===== config.mk =====
export PLATFORM = sky130hd
export DESIGN_NAME = csc_irq
export DESIGN_NICKNAME = d
export VERILOG_FILES = /design/src/rtl/csc_pkg.sv /design/src/rtl/csc_irq.sv
export SDC_FILE = /design/constraint.sdc
export NUM_CORES = 1
export LEC_CHECK = 0
export ABC_AREA = 1
export BUFFER_PORTS_ARGS = -buffer_cell sky130_fd_sc_hd__buf_2
export CAP_MARGIN = 10
export CORE_AREA = 2 2 113 82
export CTS_CLUSTER_DIAMETER = 60
export CTS_CLUSTER_SIZE = 30
export DETAILED_ROUTE_END_ITERATION = 6
export DIE_AREA = 0 0 115 84
export PLACE_DENSITY = 0.88
export SLEW_MARGIN = 20
export SYNTH_ARGS = -nofsm -noshare
export SYNTH_HDL_FRONTEND = slang
export SYNTH_SLANG_ARGS = --single-unit
export TNS_END_PERCENT = 1

===== constraint.sdc =====
create_clock -name core_clk -period 3.4 [get_ports core_clk]
set_input_delay 0.17 -clock core_clk [delete_from_list [all_inputs] [get_ports core_clk]]
set_output_delay 0.17 -clock core_clk [all_outputs]
set_load 0.03 [all_outputs]

===== src/rtl/csc_pkg.sv =====
// Constants for the card status change interrupt block
package csc_pkg;
  // Register indices; byte address is four times the index
  localparam logic [7:0]  CSC_IDX_INTGEN   = 8'h03;
  localparam logic [7:0]  CSC_IDX_FLAGS    = 8'h04;
  localparam logic [7:0]  CSC_IDX_CONFIG   = 8'h05;
  localparam logic [7:0]  CSC_IDX_WIN      = 8'h06;
  localparam logic [7:0]  CSC_IDX_GLOBAL   = 8'h1E;
  localparam logic [7:0]  CSC_IDX_EVT_ST   = 8'h20;
  localparam logic [7:0]  CSC_IDX_EVT_EN   = 8'h21;
  localparam logic [7:0]  CSC_IDX_EVT_CLR  = 8'h22;
  localparam int          CSC_ADDR_W       = 10;
  localparam int          CSC_SYS_ADDR_W   = 26;
  // Flag bit positions
  localparam int          CSC_B_CD         = 3;
  localparam int          CSC_B_RDY        = 2;
  localparam int          CSC_B_BWARN      = 1;
  localparam int          CSC_B_BDEAD      = 0;
  // Interrupt and general control fields
  localparam int          CSC_B_RING_SEL   = 7;
  localparam int          CSC_B_CARD_RST   = 6;
  localparam int          CSC_B_CARD_IO    = 5;
  // Global control: explicit write-back mode bit
  localparam int          CSC_B_EXPLICIT   = 0;
  // Reset values and write masks
  localparam logic [7:0]  CSC_RST_INTGEN   = 8'h03;
  localparam logic [7:0]  CSC_RST_CONFIG   = 8'h00;
  localparam logic [7:0]  CSC_RST_WIN      = 8'h00;
  localparam logic [7:0]  CSC_RST_GLOBAL   = 8'h00;
  localparam logic [1:0]  CSC_RST_CD_PREV  = 2'h3;
  localparam logic [7:0]  CSC_WIN_MASK     = 8'hDF;
  localparam logic [7:0]  CSC_INTGEN_MASK  = 8'hEF;
endpackage


===== src/rtl/csc_irq.sv =====
// Card status change flags, steered interrupt, window enables and APB registers
`timescale 1ns/100ps
`default_nettype none
module csc_irq
  import csc_pkg::*;
(
  input  wire logic                      core_clk,
  input  wire logic                      reset,
  input  wire logic                      psel,
  input  wire logic                      penable,
  input  wire logic                      pwrite,
  input  wire logic [CSC_ADDR_W-1:0]     paddr,
  input  wire logic [31:0]               pwdata,
  output logic      [31:0]               prdata,
  output logic                           pready,
  output logic                           pslverr,
  input  wire logic [1:0]                card_present_lines_n,
  input  wire logic                      card_ready_busy_line,
  input  wire logic                      battery_warning_in,
  input  wire logic                      battery_dead_in,
  input  wire logic                      card_status_change_line_n,
  input  wire logic                      io_access,
  input  wire logic [1:0]                io_window_hit,
  input  wire logic                      mem_access,
  input  wire logic [4:0]                mem_window_hit,
  input  wire logic [CSC_SYS_ADDR_W-1:0] sys_addr,
  output logic      [15:0]               sys_irq,
  output logic                           irq,
  output logic                           ring_indicate_out,
  output logic                           card_enable,
  output logic      [CSC_SYS_ADDR_W-1:0] card_addr,
  output logic                           card_reset
);

  typedef struct packed {
    logic [3:0]                flags;
    logic [1:0]                cd_prev;
    logic                      rdy_prev;
    logic                      bw_prev;
    logic                      bd_prev;
    logic [7:0]                config_r;
    logic [7:0]                intgen;
    logic [7:0]                glob;
    logic [7:0]                win;
    logic [3:0]                evt_st;
    logic [3:0]                evt_en;
    logic [31:0]               prdata;
    logic                      pready;
    logic                      pslverr;
    logic [15:0]               sys_irq;
    logic                      irq;
    logic                      ring;
    logic                      card_en;
    logic [CSC_SYS_ADDR_W-1:0] card_addr;
    logic                      card_rst;
  } csc_state_t;

  csc_state_t s_q;
  csc_state_t s_d;

  // Steer code to one-hot system IRQ line; reserved codes route nowhere
  function automatic logic [15:0] csc_steer(input logic [3:0] code);
    logic [15:0] hot;
    hot = 16'h0000;
    case (code)
      4'h3, 4'h4, 4'h5, 4'h7, 4'h9, 4'hA, 4'hB, 4'hC, 4'hE, 4'hF: begin
        hot[code] = 1'b1;
      end
      default: begin
        hot = 16'h0000;
      end
    endcase
    return hot;
  endfunction

  logic       io_card;
  logic       ring_sel;
  logic       explicit_wb;
  logic [3:0] src_en;
  logic [3:0] visible;
  logic [3:0] set_ev;
  logic [3:0] clr;
  logic [7:0] idx;
  logic       acc_start;
  logic       acc_done;
  logic       wr_done;
  logic       rd_done;
  logic       mapped;
  logic [7:0] rd_val;
  logic       sc_active;

  always_comb begin
    io_card     = s_q.intgen[CSC_B_CARD_IO];
    ring_sel    = s_q.intgen[CSC_B_RING_SEL];
    explicit_wb = s_q.glob[CSC_B_EXPLICIT];
    src_en      = s_q.config_r[3:0];
    visible     = s_q.flags & src_en;
    idx         = paddr[CSC_ADDR_W-1:2];
    acc_start   = psel & penable & ~s_q.pready;
    acc_done    = psel & penable & s_q.pready;
    wr_done     = acc_done & pwrite;
    rd_done     = acc_done & ~pwrite;
    // Events: edge of each card-side signal except the I/O status line, which is a level
    set_ev[CSC_B_CD]    = |(card_present_lines_n ^ s_q.cd_prev);
    set_ev[CSC_B_RDY]   = ~io_card & card_ready_busy_line & ~s_q.rdy_prev;
    set_ev[CSC_B_BWARN] = ~io_card & battery_warning_in & ~s_q.bw_prev;
    // I/O status line is a level source and is ignored under ring select
    set_ev[CSC_B_BDEAD] = io_card ? (~ring_sel & ~card_status_change_line_n)
                                  : (battery_dead_in & ~s_q.bd_prev);
    mapped = 1'b1;
    rd_val = 8'h00;
    if (idx == CSC_IDX_FLAGS) begin
      // Upper nibble is reserved and reads zero
      rd_val = {4'h0, visible};
    end else if (idx == CSC_IDX_CONFIG) begin
      rd_val = s_q.config_r;
    end else if (idx == CSC_IDX_WIN) begin
      rd_val = s_q.win;
    end else if (idx == CSC_IDX_INTGEN) begin
      rd_val = s_q.intgen;
    end else if (idx == CSC_IDX_GLOBAL) begin
      rd_val = s_q.glob;
    end else if (idx == CSC_IDX_EVT_ST) begin
      rd_val = {4'h0, s_q.evt_st};
    end else if (idx == CSC_IDX_EVT_EN) begin
      rd_val = {4'h0, s_q.evt_en};
    end else if (idx == CSC_IDX_EVT_CLR) begin
      rd_val = 8'h00;
    end else begin
      mapped = 1'b0;
    end
    // Acknowledge; bits cleared are those the master saw, so a late event survives
    clr = 4'h0;
    if (wr_done && idx == CSC_IDX_FLAGS && explicit_wb) begin
      clr = pwdata[3:0] & visible;
    end else if (rd_done && idx == CSC_IDX_FLAGS && !explicit_wb) begin
      clr = s_q.prdata[3:0];
    end
    // Same clear in both modes: interrupt lasts until enabled flags are zero
    sc_active = |(s_q.flags & src_en);

    s_d          = s_q;
    s_d.cd_prev  = card_present_lines_n;
    s_d.rdy_prev = card_ready_busy_line;
    s_d.bw_prev  = battery_warning_in;
    s_d.bd_prev  = battery_dead_in;
    // Set beats clear in the same cycle
    s_d.flags = (s_q.flags & ~clr) | set_ev;
    if (io_card) begin
      // I/O cards never report ready or battery warning
      s_d.flags[CSC_B_RDY]   = 1'b0;
      s_d.flags[CSC_B_BWARN] = 1'b0;
    end
    s_d.evt_st = s_q.evt_st | set_ev;
    // APB: one wait state, registered answer
    s_d.pready = acc_start;
    if (acc_start) begin
      s_d.prdata  = {24'h00_0000, rd_val};
      s_d.pslverr = ~mapped;
    end else if (acc_done) begin
      s_d.prdata  = 32'h0000_0000;
      s_d.pslverr = 1'b0;
    end
    if (wr_done && mapped) begin
      if (idx == CSC_IDX_CONFIG) begin
        s_d.config_r = pwdata[7:0];
      end else if (idx == CSC_IDX_WIN) begin
        s_d.win = pwdata[7:0] & CSC_WIN_MASK;
      end else if (idx == CSC_IDX_INTGEN) begin
        s_d.intgen = pwdata[7:0] & CSC_INTGEN_MASK;
      end else if (idx == CSC_IDX_GLOBAL) begin
        s_d.glob = {7'h00, pwdata[CSC_B_EXPLICIT]};
      end else if (idx == CSC_IDX_EVT_EN) begin
        s_d.evt_en = pwdata[3:0];
      end else if (idx == CSC_IDX_EVT_CLR) begin
        s_d.evt_st = (s_q.evt_st & ~pwdata[3:0]) | set_ev;
      end
    end
    // Registered so the card reset pin follows the control write without a gate in the path
    s_d.card_rst = ~s_d.intgen[CSC_B_CARD_RST];
    s_d.irq     = |(s_q.evt_st & s_q.evt_en);
    s_d.sys_irq = sc_active ? csc_steer(s_q.config_r[7:4]) : 16'h0000;
    s_d.ring    = io_card & ring_sel & ~card_status_change_line_n;
    // Window start/stop are assumed stable once a window is switched on
    s_d.card_en = (io_access & |(io_window_hit & s_q.win[7:6]))
                | (mem_access & |(mem_window_hit & s_q.win[4:0]));
    s_d.card_addr = sys_addr;
  end

  always_ff @(posedge core_clk) begin
    if (reset) begin
      s_q           <= '0;
      s_q.cd_prev   <= CSC_RST_CD_PREV;
      s_q.config_r  <= CSC_RST_CONFIG;
      s_q.intgen    <= CSC_RST_INTGEN;
      s_q.glob      <= CSC_RST_GLOBAL;
      s_q.win       <= CSC_RST_WIN;
      s_q.card_rst  <= ~CSC_RST_INTGEN[CSC_B_CARD_RST];
    end else begin
      s_q <= s_d;
    end
  end

  assign prdata            = s_q.prdata;
  assign pready            = s_q.pready;
  assign pslverr           = s_q.pslverr;
  assign sys_irq           = s_q.sys_irq;
  assign irq               = s_q.irq;
  assign ring_indicate_out = s_q.ring;
  assign card_enable       = s_q.card_en;
  assign card_addr         = s_q.card_addr;
  // Bit clear holds the card in reset
  assign card_reset        = s_q.card_rst;

endmodule
`default_nettype wire


==> results summary, run 1 <==
In this run, synthesis produced a sequential element count of 96. The post-synthesis sequential area ratio is 0.431. Along the worst path, the maximum fanout reaches 6. The startpoint of the lowest-slack register-to-register path is pready. The final count of pins violating max slew was 0.

The worst setup path is captured at a register. The slack of the worst reg-to-reg path is about 1.7 ns. The synthesized design contains 0 enable-type register cells. The multiplexer area fraction after synthesis came out at 0. The main combinational cell family by area after synthesis is simple AND/OR/NAND/NOR gates. The via count of the routed design came out at 3825.

At the later pin of the worst-skew pair, clock insertion delay measures around 0.34 ns. After clock tree synthesis, the clock-pin slew on the worst setup and hold paths is ~0.07 ns. The number of distinct library cell variants in the gate-level netlist after synthesis is 36. VDD sags by at most ~0.00031 V. At the end of routability-driven placement, the weighted congestion stood at just under 0.9. The effective utilization at floorplan is 0.512. The timing-limited maximum frequency came out at roughly 600 MHz. The clock tree synthesis step divided the H-tree into 3 levels. The total of hold buffers inserted after clock tree synthesis is 1. Tracing the worst setup path back leads to its startpoint at pready. The flow ran to the end, and the final reports show no timing, DRC or antenna violations.

The total non-filler cell area in the finished layout is ~5000 µm². The post-synthesis compound-gate area fraction came out at 0.0720. The required time of the critical path came out at between 3 and 4 ns. The final routed DRC violation total is 0. The layout-stage area growth over the synthesis result is 11.7%. The top flip-flop cell by instance count after synthesis is sky130_fd_sc_hd__dfxtp_1.

The adder and majority gate portion of the synthesized area is 0. The via density per instance is 4.72. The proportion of register bits with asynchronous set or reset after synthesis came out at 0. Of the total synthesized cell area, the portion taken by AND, OR, NAND and NOR gates is 0.280. On the final layout, the worst clock skew is roughly 0.0094 ns. The critical path in this run is classified as register to register.

The total global routing overflow is 0. The number of endpoints failing setup at the final stage is 0. The post-detailed-placement cell area is 4700 µm².

The number of antenna violations at the first check in global routing came out at 0. The post-cts resize count came out at 0. The share of cells above drive strength 1 came out at 0.225. In the final design database the tool counted 786 nets. In this run the vertical extent of the chip is roughly 84 µm. The signal arrival time at the worst endpoint is 1.89 ns. The yosys synthesis warning count is 0.

Leaving out fill and tap cells, the most frequent cell in the layout is sky130_fd_sc_hd__nand2_1. Setup slack closes at between 1.5 and 2 ns. CTS saw 96 sinks.

The post-CTS setup buffer count came out at 0. The via count of the first global-routing pass was about 3.3k. The reported leakage power came out at around 0.0027 µW.

The number of top-level pins came out at between 150 and 200. The detailed placement HPWL is 7.18 mm. The startpoint identified for the worst hold timing path is sys_addr[4]. Of the total synthesized cell area, the portion taken by XOR and XNOR cells is 0.00196. A synthesized cell averages between 7 and 8 µm². The post-placement setup slack is 1.54 ns.

The count of maximum capacitance violations is 0. The wire length reported by the detailed router is 9.56 mm. The die area is around 9700 µm². The die is roughly 120 µm wide.

The number of buffers created by CTS is 9. In this run, the number of DRC markers left after iteration 0 of detailed routing was 312. Leaving out fill and tap cells, the most frequent cells in the layout are sky130_fd_sc_hd__nand2_1, sky130_fd_sc_hd__buf_2, sky130_fd_sc_hd__nor2_1. The global-route wire length before repair came out at 15.4 mm.

In the finished design, the share of the clock period the worst path needs comes to 0.492. Once layout is complete, the utilization of the core stands at 0.572. The standard cell core area is approximately 8700 µm².

The min-delay analysis places its worst path in the category primary input to register. The count of nets left with antenna violations once routing finished came out at 0. The count of input and output buffers is roughly 120. The worst setup path is launched from a register. The final critical-path required period is about 1.7 ns. TritonCTS built the clock tree.

The synthesized instance count is a little over 600. The final hold violation count is 0. The maximum number of pins on one net before global-route repair came out at 28. In the global route stage, overall resource usage came out at 0.204. The count of standard-cell rows came out at 29.

Setup repair after global routing left no endpoint under its margin. In this run the clock root is driven by a sky130_fd_sc_hd__clkbuf_16. Power spread over the standard cell area amounts to 467 nW/µm². The number of filler cells placed in the layout came out at roughly 860.

The total negative slack for setup checks is 0 ns. The maximum clock insertion buffer count is 2. 0 antenna diodes ended up in the layout.

The length of the first detailed-routing pass in iterations came out at 5. The cell area after synthesis came out at ~4500 µm². The average detailed-routed wire length per instance is approximately 12 µm.
[layout make-up]
cell class                      instances  area (µm²)  area share
Inverter                               91         342      0.0685
Timing Repair Buffer                  121         618       0.124
Clock buffer                           12         246      0.0494
Tap cell                              108         135      0.0271
Clock inverter                          4        30.0     0.00602
Multi-Input combinational cell        379        1690       0.339
Sequential cell                        96        1920       0.386
[state kept, by name, indices dropped and copies added, names as in the netlist, 8 cells and up, named ones only]
register / count
card_addr: 26
s_q: 36
sys_irq: 16
prdata: 8
[worst max-delay path: stages (launching register included)]
cell and delay [ns]:
sky130_fd_sc_hd__dfxtp_1 0.36, sky130_fd_sc_hd__nand3_1 0.13, sky130_fd_sc_hd__nor2_2 0.40, sky130_fd_sc_hd__nand2_1 0.09, sky130_fd_sc_hd__nor2_1 0.27, sky130_fd_sc_hd__nand3_1 0.14
sky130_fd_sc_hd__nand3_1 0.11, sky130_fd_sc_hd__a21oi_1 0.06
[synthesized netlist by cell type, types with 3 or more instances]
| master | number | area (µm²) |
|---|---|---|
| sky130_fd_sc_hd__nor2_1 | 113 | 424 |
| sky130_fd_sc_hd__or2_2 | 3 | 18.8 |
| sky130_fd_sc_hd__nand4_1 | 5 | 31.3 |
| sky130_fd_sc_hd__o21ai_0 | 20 | 100 |
| sky130_fd_sc_hd__o22ai_1 | 8 | 50.1 |
| sky130_fd_sc_hd__nor2_2 | 5 | 31.3 |
| sky130_fd_sc_hd__nand3_1 | 19 | 95.1 |
| sky130_fd_sc_hd__buf_4 | 75 | 563 |
| sky130_fd_sc_hd__inv_1 | 86 | 323 |
| sky130_fd_sc_hd__clkbuf_1 | 7 | 26.3 |
| sky130_fd_sc_hd__a21oi_1 | 18 | 90.1 |
| sky130_fd_sc_hd__nand2_1 | 130 | 488 |
| sky130_fd_sc_hd__inv_2 | 4 | 15.0 |
| sky130_fd_sc_hd__nand2_2 | 5 | 31.3 |
| sky130_fd_sc_hd__nor3_1 | 3 | 15.0 |
| sky130_fd_sc_hd__dfxtp_1 | 96 | 1920 |
[cell families (layout without fill, tap and decap cells)]
| family | Yosys count | after routing |
|---|---|---|
| and+or+nand+nor | 292 | 292 |
| xor gates and xnor gates | 1 | 1 |
| buffers and inverters | 176 | 228 |
| other | 1 | 30 |
| AOI/OAI and AO/OA | 56 | 56 |
| DFF | 96 | 96 |
[power breakdown]
| part | switching, µW | internal (µW) |
|---|---|---|
| combinational | 163 | 66.0 |
| clock | 413 | 517 |
| sequential | 12.5 | 1160 |
| total | 589 | 1740 |
[per-layer routing]
layer / up-vias / GRT usage / routed length (µm)
met1: 1686 / 0.274 / 4340
met3: 14 / 0.0733 / 932
met2: 170 / 0.307 / 4150
li1: 1955 / - / -
met4: 0 / 0.0613 / 136
met5: - / 0 / 0
[stage by stage]
step | hold slack, ns | power [µW] | cells
after floorplan | 0.248 | 1390 | 651
after global placement | 0.360 | 1420 | 794
after detailed placement | 0.359 | 1420 | 794
after CTS | 0.0169 | 2350 | 811
after global routing | 0.0228 | 2440 | 811
final | 0.0251 | 2330 | 811
[path summary, 6_finish.rpt]
path	cells past startpoint	endpoint
worst max-delay path	7	s_q[128]
worst min-delay path	3	card_addr[4]
worst max register to register	7	s_q[128]
worst min register to register	2	prdata[7]
No activity file was read; power rests on OpenSTA's default activity.
==> inputs of run 2 (changes only) <==
--- a/config.mk
+++ b/config.mk
@@ -8,12 +8,12 @@
 export ABC_AREA = 1
 export BUFFER_PORTS_ARGS = -buffer_cell sky130_fd_sc_hd__buf_2
 export CAP_MARGIN = 10
-export CORE_AREA = 2 2 113 82
+export CORE_AREA = 2 2 123 89
 export CTS_CLUSTER_DIAMETER = 60
 export CTS_CLUSTER_SIZE = 30
 export DETAILED_ROUTE_END_ITERATION = 6
-export DIE_AREA = 0 0 115 84
-export PLACE_DENSITY = 0.88
+export DIE_AREA = 0 0 125 91
+export PLACE_DENSITY = 0.79
 export SLEW_MARGIN = 20
 export SYNTH_ARGS = -nofsm -noshare
 export SYNTH_HDL_FRONTEND = slang
==> constraint.sdc (replaced) <==
create_clock -name core_clk -period 1.4 [get_ports core_clk]
set_input_delay 0.07 -clock core_clk [delete_from_list [all_inputs] [get_ports core_clk]]
set_output_delay 0.07 -clock core_clk [all_outputs]
set_load 0.03 [all_outputs]
==> run 2 against run 1 <==
  * Wire length rose by 20%
  * Sequential share of layout area fell by 4.4 points
  * Count of clock-buffer cells in the layout fell by 1
==> results summary, run 2 (same netlist as run 1, synthesis figures left out) <==
The flow ran to the end, and the final reports show no timing, DRC or antenna violations. The timing-limited maximum frequency is between 700 and 800 MHz. The global-route wire length before repair is about 18 mm.

The count of maximum capacitance violations came out at 0. The maximum fanout count along the critical path came out at 3. The share of cells above drive strength 1 came out at 0.253. The post-placement setup slack is -0.153 ns. The die area is 11400 µm². The maximum clock insertion buffer count is 2. The portion of the clock cycle consumed by the worst path in the final layout came out at 0.967. The via count of the routed design came out at 4037. The library cell used most frequently in the layout, excluding fill and tap cells, is sky130_fd_sc_hd__nand2_1.

The via density per instance is 4.51. The post-route total power is 5970 µW. Counting flops per register, the top entry is s_q.

During placement, the flow inserted port buffers numbering ~120. Entering global routing, the biggest net connects 28 pins. The final hold violation count is 0. CTS placed an instance of sky130_fd_sc_hd__clkbuf_16 at the clock tree root.

The first routing iteration left 297 violations. Before antenna repair, the detailed router went through 5 iterations. The wire length reported by the detailed router came out at 11.4 mm.

In this run the remaining antenna-violating nets after routing total 0. The register with the most flip-flops in the layout has 36 of them. The standard cell core area is 10200 µm². The critical path startpoint category is a primary input. The final net count is 846. The number of filler cells placed in the layout is between 900 and 1k. In this run the count of I/O pins placed on the die edge is ~170. The signal arrival time at the worst endpoint is 1.57 ns. After clock tree synthesis, the clock-pin slew on the worst setup and hold paths is 0.06 ns. The final routed DRC violation total came out at 0. The average detailed-routed wire length per instance is 12.8 µm. Setup repair after global routing left no endpoint under its margin. TritonCTS built the clock tree. Setup violations remaining at the end of the flow were counted as 0. The path class of the tightest hold or removal check is primary input to register. The global-route usage over all layers is 0.200. The final worst-path setup slack is 0.0468 ns. The detailed placement HPWL came out at between 8 and 9 mm.

The final count of pins violating max slew came out at 0. The required time of the critical path is about 1.6 ns. The power per standard cell area came out at between 1000 and 1500 nW/µm². STA classifies the critical path endpoint as a register. The clock skew is 0.00605 ns. The initial utilization of the core area, before any placement, comes to 0.439. The die extent in x is 125 µm. The layout-stage area growth over the synthesis result came out at 26.4%. In the layout the commonest cells are sky130_fd_sc_hd__nand2_1, sky130_fd_sc_hd__buf_2, sky130_fd_sc_hd__nor2_1. The H-tree depth is 3. By startpoint and endpoint, the worst setup path is classified as primary input to register. The post-CTS setup buffer count is 0. The final critical-path required period is between 1 and 1.5 ns. For this run the aggregate overflow at the end of global routing stands at 0.

The die span in y is ~90 µm. The count of standard-cell rows is 31. The total negative slack for setup checks came out at 0 ns. The routability congestion estimate from global placement came out at about 0.92. The number of diodes came out at 0.

The insertion delay of the later-clocked pin in the worst-skew pair is 0.34 ns. The worst IR drop on VDD is 0.000710 V. Summed over all cells, the static leakage comes to approximately 0.0030 µW. The number of buffers created by CTS is 9. The number of antenna violations at the first check in global routing is 0. The via count of the first global-routing pass came out at ~3.8k. The tree built by TritonCTS fans out to 96 sinks.
==> run 2: changes by cell type in the layout (fill, tap and decap cells not counted), moves of 2 or more <==
| cell | delta |
|---|---|
| sky130_fd_sc_hd__nor2_4 | +3 |
| sky130_fd_sc_hd__dfxtp_1 | -3 |
| sky130_fd_sc_hd__nor2_2 | -2 |
| sky130_fd_sc_hd__dfxtp_2 | +2 |
| sky130_fd_sc_hd__dlygate4sd3_1 | +36 |
| sky130_fd_sc_hd__buf_4 | +23 |
==> run 2: metal layers <==
metal,track usage,vias to the layer above,wire length [µm],share of wire
met2,0.327,150,5240,0.46
met4,0.0648,0,221,0.019
met1,0.257,1791,4990,0.44
met5,0,-,0,0
li1,-,2074,-,-
met3,0.0566,22,965,0.084
==> run 2: power by group <==
group          internal, µW  leakage [µW]  switching (µW)
sequential             2810      0.000789            33.1
clock                  1430      0.000145            1010
combinational           249       0.00207             431
total                  4490       0.00300            1480
==> run 2: cell type report <==
| type | instances | area, µm² | area share |
|---|---|---|---|
| Clock inverter | 5 | 56.3 | 0.00998 |
| Multi-Input combinational cell | 379 | 1740 | 0.308 |
| Clock buffer | 11 | 243 | 0.0430 |
| Tap cell | 132 | 165 | 0.0293 |
| Timing Repair Buffer | 181 | 1170 | 0.208 |
| Sequential cell | 96 | 1930 | 0.342 |
| Inverter | 91 | 342 | 0.0605 |
==> run 2: critical path, stage by stage <==
cell and delay (ns):
sky130_fd_sc_hd__dlygate4sd3_1 0.54, sky130_fd_sc_hd__buf_2 0.13, sky130_fd_sc_hd__or2_2 0.30, sky130_fd_sc_hd__a21oi_2 0.14, sky130_fd_sc_hd__o21ai_0 0.09, sky130_fd_sc_hd__nand2_1 0.06, sky130_fd_sc_hd__o21ai_0 0.09, sky130_fd_sc_hd__nand2_1 0.09
sky130_fd_sc_hd__a21oi_1 0.06
==> run 2: metrics by stage <==
stage | instances | area [µm²] | hold slack [ns] | util
after global placement | 842 | 4930 | 0.269 | 0.485
after detailed placement | 842 | 4930 | 0.271 | 0.485
after global routing | 895 | 5640 | 0.0437 | 0.555
final | 895 | 5640 | 0.0257 | 0.555
after CTS | 895 | 5600 | 0.0103 | 0.551
after floorplan | 651 | 4580 | 0.148 | -
==> run 2: worst paths after layout <==
check,depth (start not counted),slack [ns],from,to
worst max-delay path,9,0.05,card_present_lines_n[1],s_q[87]
worst min-delay path,3,0.03,pwdata[6],s_q[118]
worst max register to register,6,0.10,pready,s_q[119]
worst min register to register,1,0.46,s_q[119],sys_irq[3]
==> run 2: timing repair <==
item | 4_1_cts | 5_1_grt
hold endpoints to repair | 38 | 0
endpoints found under the setup margin | 0 | 39
hold buffers | 37 | 0
gates resized for setup | 0 | 12
==> inputs of run 3 (changes only) <==
==> constraint.sdc (replaced) <==
create_clock -name core_clk -period 1.4 [get_ports core_clk]
set_input_delay 0.07 -clock core_clk [delete_from_list [all_inputs] [get_ports core_clk]]
set_output_delay 0.07 -clock core_clk [all_outputs]
set_load 0.05 [all_outputs]
==> run 3 against run 2 <==
  * Setup slack better by 0.025 ns
  * Critical endpoint unchanged
  * Sequential share of layout area hardly changed
  * Via count is 2.5% higher
  * Fmax is 1.9% higher
  * Largest cell class unchanged
  * Die area stayed put
  * Register-to-register slack hardly changed
  * Final area stayed put
  * First-iteration DRC count is 16% higher
==> results summary, run 3 (same netlist as run 1, synthesis figures left out) <==
The flow ran to the end, and the final reports show no timing, DRC or antenna violations. The maximum fanout count along the critical path is 3. The final net count came out at 848. The count of maximum capacitance violations came out at 0.

The first detailed-routing pass ran for 7 iterations. The number of filler cells placed in the layout came out at 950. The global-route wire length before repair is about 19 mm.

The post-route antenna net violation count is 0. The required time of the critical path came out at 1.63 ns. In the routed layout, each cell is associated on average with a via count of 4.62. The critical path startpoint category is a primary input. The worst IR drop on VDD is around 0.0009 V. In the layout the commonest cells are sky130_fd_sc_hd__nand2_1, sky130_fd_sc_hd__buf_2, sky130_fd_sc_hd__nor2_1. The layout-stage area growth over the synthesis result is 26.4%. The total negative slack for setup checks came out at 0 ns. Internal power comes to 4660 µW. The most common cell after layout, fill and taps aside is sky130_fd_sc_hd__nand2_1. The most used routing layer is met2. The count of standard-cell rows is 31.

The post-route worst hold slack came out at approximately 0.077 ns. For this run the aggregate overflow at the end of global routing stands at 0. The signal arrival time at the worst endpoint is 1.56 ns. The worst setup path is captured at a register. The sequential cell area came out at 1930 µm². The share of cells above drive strength 1 came out at 0.249.

The number of cells on the worst hold path is 3. The clock share of power came out at 0.414. From bottom edge to top edge, the die measures 91 µm. The final count of pins violating max slew came out at 0.

The tightest min-delay check is of the primary input to register type. The path with the worst hold slack has its endpoint at s_q[82]. The final routed DRC violation total is 0. The post-CTS setup buffer count is 0. The number of antenna violations at the first check in global routing came out at 0. The global-route usage over all layers came out at 0.209.

The path depth of the worst reg2reg path is 6. The clock skew is about 0.0056 ns. After layout, the minimum clock period comes to between 1 and 1.5 ns. The via count of the first global-routing pass was about 4.0k. The insertion delay of the later-clocked pin in the worst-skew pair came out at about 0.34 ns.

Of the available clock period, the critical path in the final layout requires 0.949. Setup repair after global routing could not meet its margin everywhere. The net switching fraction of the power came out at 0.254.

The final hold violation count is 0. Summed over all nets, the half-perimeter wirelength after detailed placement is 8.13 mm. The proportion of power drawn by combinational gates came out at 0.130.

The slack of the worst reg-to-reg path is around 0.09 ns. The timing-limited maximum frequency is 753 MHz. The post-detailed-placement cell area is between 4000 and 5000 µm². For this run, global-route usage on met1 was measured as 0.278.

s_q holds more flip-flops than any other register. The reported leakage power is between 0.003 and 0.004 µW. Input and output buffers added on the ports amount to about 120.

The die covers 11400 µm². The critical path is of the primary input to register type. The tree is rooted in a sky130_fd_sc_hd__clkbuf_16. The number of buffers created by CTS is 9. The standard cell core area is between 10000 and 15000 µm². The switching power came out at roughly 1600 µW. In this run the worst setup path begins at card_present_lines_n[1]. Entering global routing, the biggest net connects 31 pins.

The number of top-level pins came out at 168. The number of antenna diodes in the final layout is 0. The number of endpoints failing setup at the final stage came out at 0. The destination of the worst register-to-register timing path is s_q[114]. Power spread over the standard cell area amounts to roughly 1100 nW/µm². After clock tree synthesis, the clock-pin slew on the worst setup and hold paths is ~0.060 ns. The met2 demand-to-capacity share in global routing is 0.321. The met3 usage in global routing is 0.0666. The multi-input combinational cells in the finished layout cover a total of around 1700 µm². The detailed router placed between 4k and 5k vias in this run. The count of routing violations after the opening detailed-route iteration is 345.

The register with the most flip-flops in the layout has 36 of them. The die extent in x is between 100 and 150 µm. The CTS sink count is 96.

The routability congestion estimate from global placement is between 0.8 and 0.9. The H-tree depth is 3. The maximum clock insertion buffer count came out at 2.

TritonCTS built the clock tree. The average detailed-routed wire length per instance is about 13 µm. Wires add up to 11.7 mm. The launch instance of the worst min-delay path is pwdata[2]. The final design utilization is 0.555. The worst register-to-register path begins at pready.

The total non-filler cell area in the finished layout is about 5600 µm². Of the total power, registers draw 0.456. The effective utilization at floorplan is 0.439.
-- run 3: stage by stage --
stage	instances	power [µW]	setup slack [ns]
after floorplan	651	3510	0.0208
after global placement	842	3610	-0.123
after detailed placement	842	3620	-0.183
after CTS	894	6270	0.0461
after global routing	896	6480	-0.0233
final	896	6240	0.0719
-- run 3: worst max-delay path by stage --
| stage | depth (start not counted) | end | slack (ns) |
|---|---|---|---|
| after floorplan | 7 | s_q[125] | 0.02 |
| after global placement | 13 | card_reset | -0.12 |
| after detailed placement | 13 | card_reset | -0.18 |
| after CTS | 7 | s_q[125] | 0.05 |
| after global routing | 12 | io_card | -0.02 |
| final | 7 | s_q[87] | 0.07 |
-- run 3: timing repair --
| item | in CTS | in global routing |
|---|---|---|
| setup endpoints to repair | 0 | 23 |
| resized for setup | 0 | 7 |
| hold buffers | 37 | 0 |
| hold endpoints to repair | 38 | 0 |
-- run 3: power by group through the flow --
stage	registers (µW)	logic, µW	clock network (µW)
3_3_place_gp	2900	713	0
5_1_grt	2850	871	2750
6_report	2850	812	2580
3_5_place_dp	2900	717	0
4_1_cts	2840	799	2620
2_1_floorplan	2910	601	0
-- run 3: worst max-delay path, cell delays in order --
cell and delay [ns]:
sky130_fd_sc_hd__dlygate4sd3_1 0.53, sky130_fd_sc_hd__buf_2 0.13, sky130_fd_sc_hd__or2_2 0.28, sky130_fd_sc_hd__a211oi_1 0.28
sky130_fd_sc_hd__o21ai_0 0.13, sky130_fd_sc_hd__nand2_1 0.08, sky130_fd_sc_hd__a21oi_1 0.05
-- run 3: cell type report --
| type | instances | share of cell area |
|---|---|---|
| clock inverters | 4 | 0.0124 |
| well taps | 132 | 0.0293 |
| multi-input cells | 381 | 0.307 |
| inverters | 91 | 0.0605 |
| flip-flops and latches | 96 | 0.342 |
| repair buffers | 181 | 0.206 |
| clock buffers | 11 | 0.0430 |
-- run 3: routing by layer --
| layer | part of all wire | wire length, µm |
|---|---|---|
| met1 | 0.43 | 5060 |
| met2 | 0.44 | 5150 |
| met3 | 0.11 | 1320 |
| met4 | 0.018 | 208 |
| met5 | 0 | 0 |
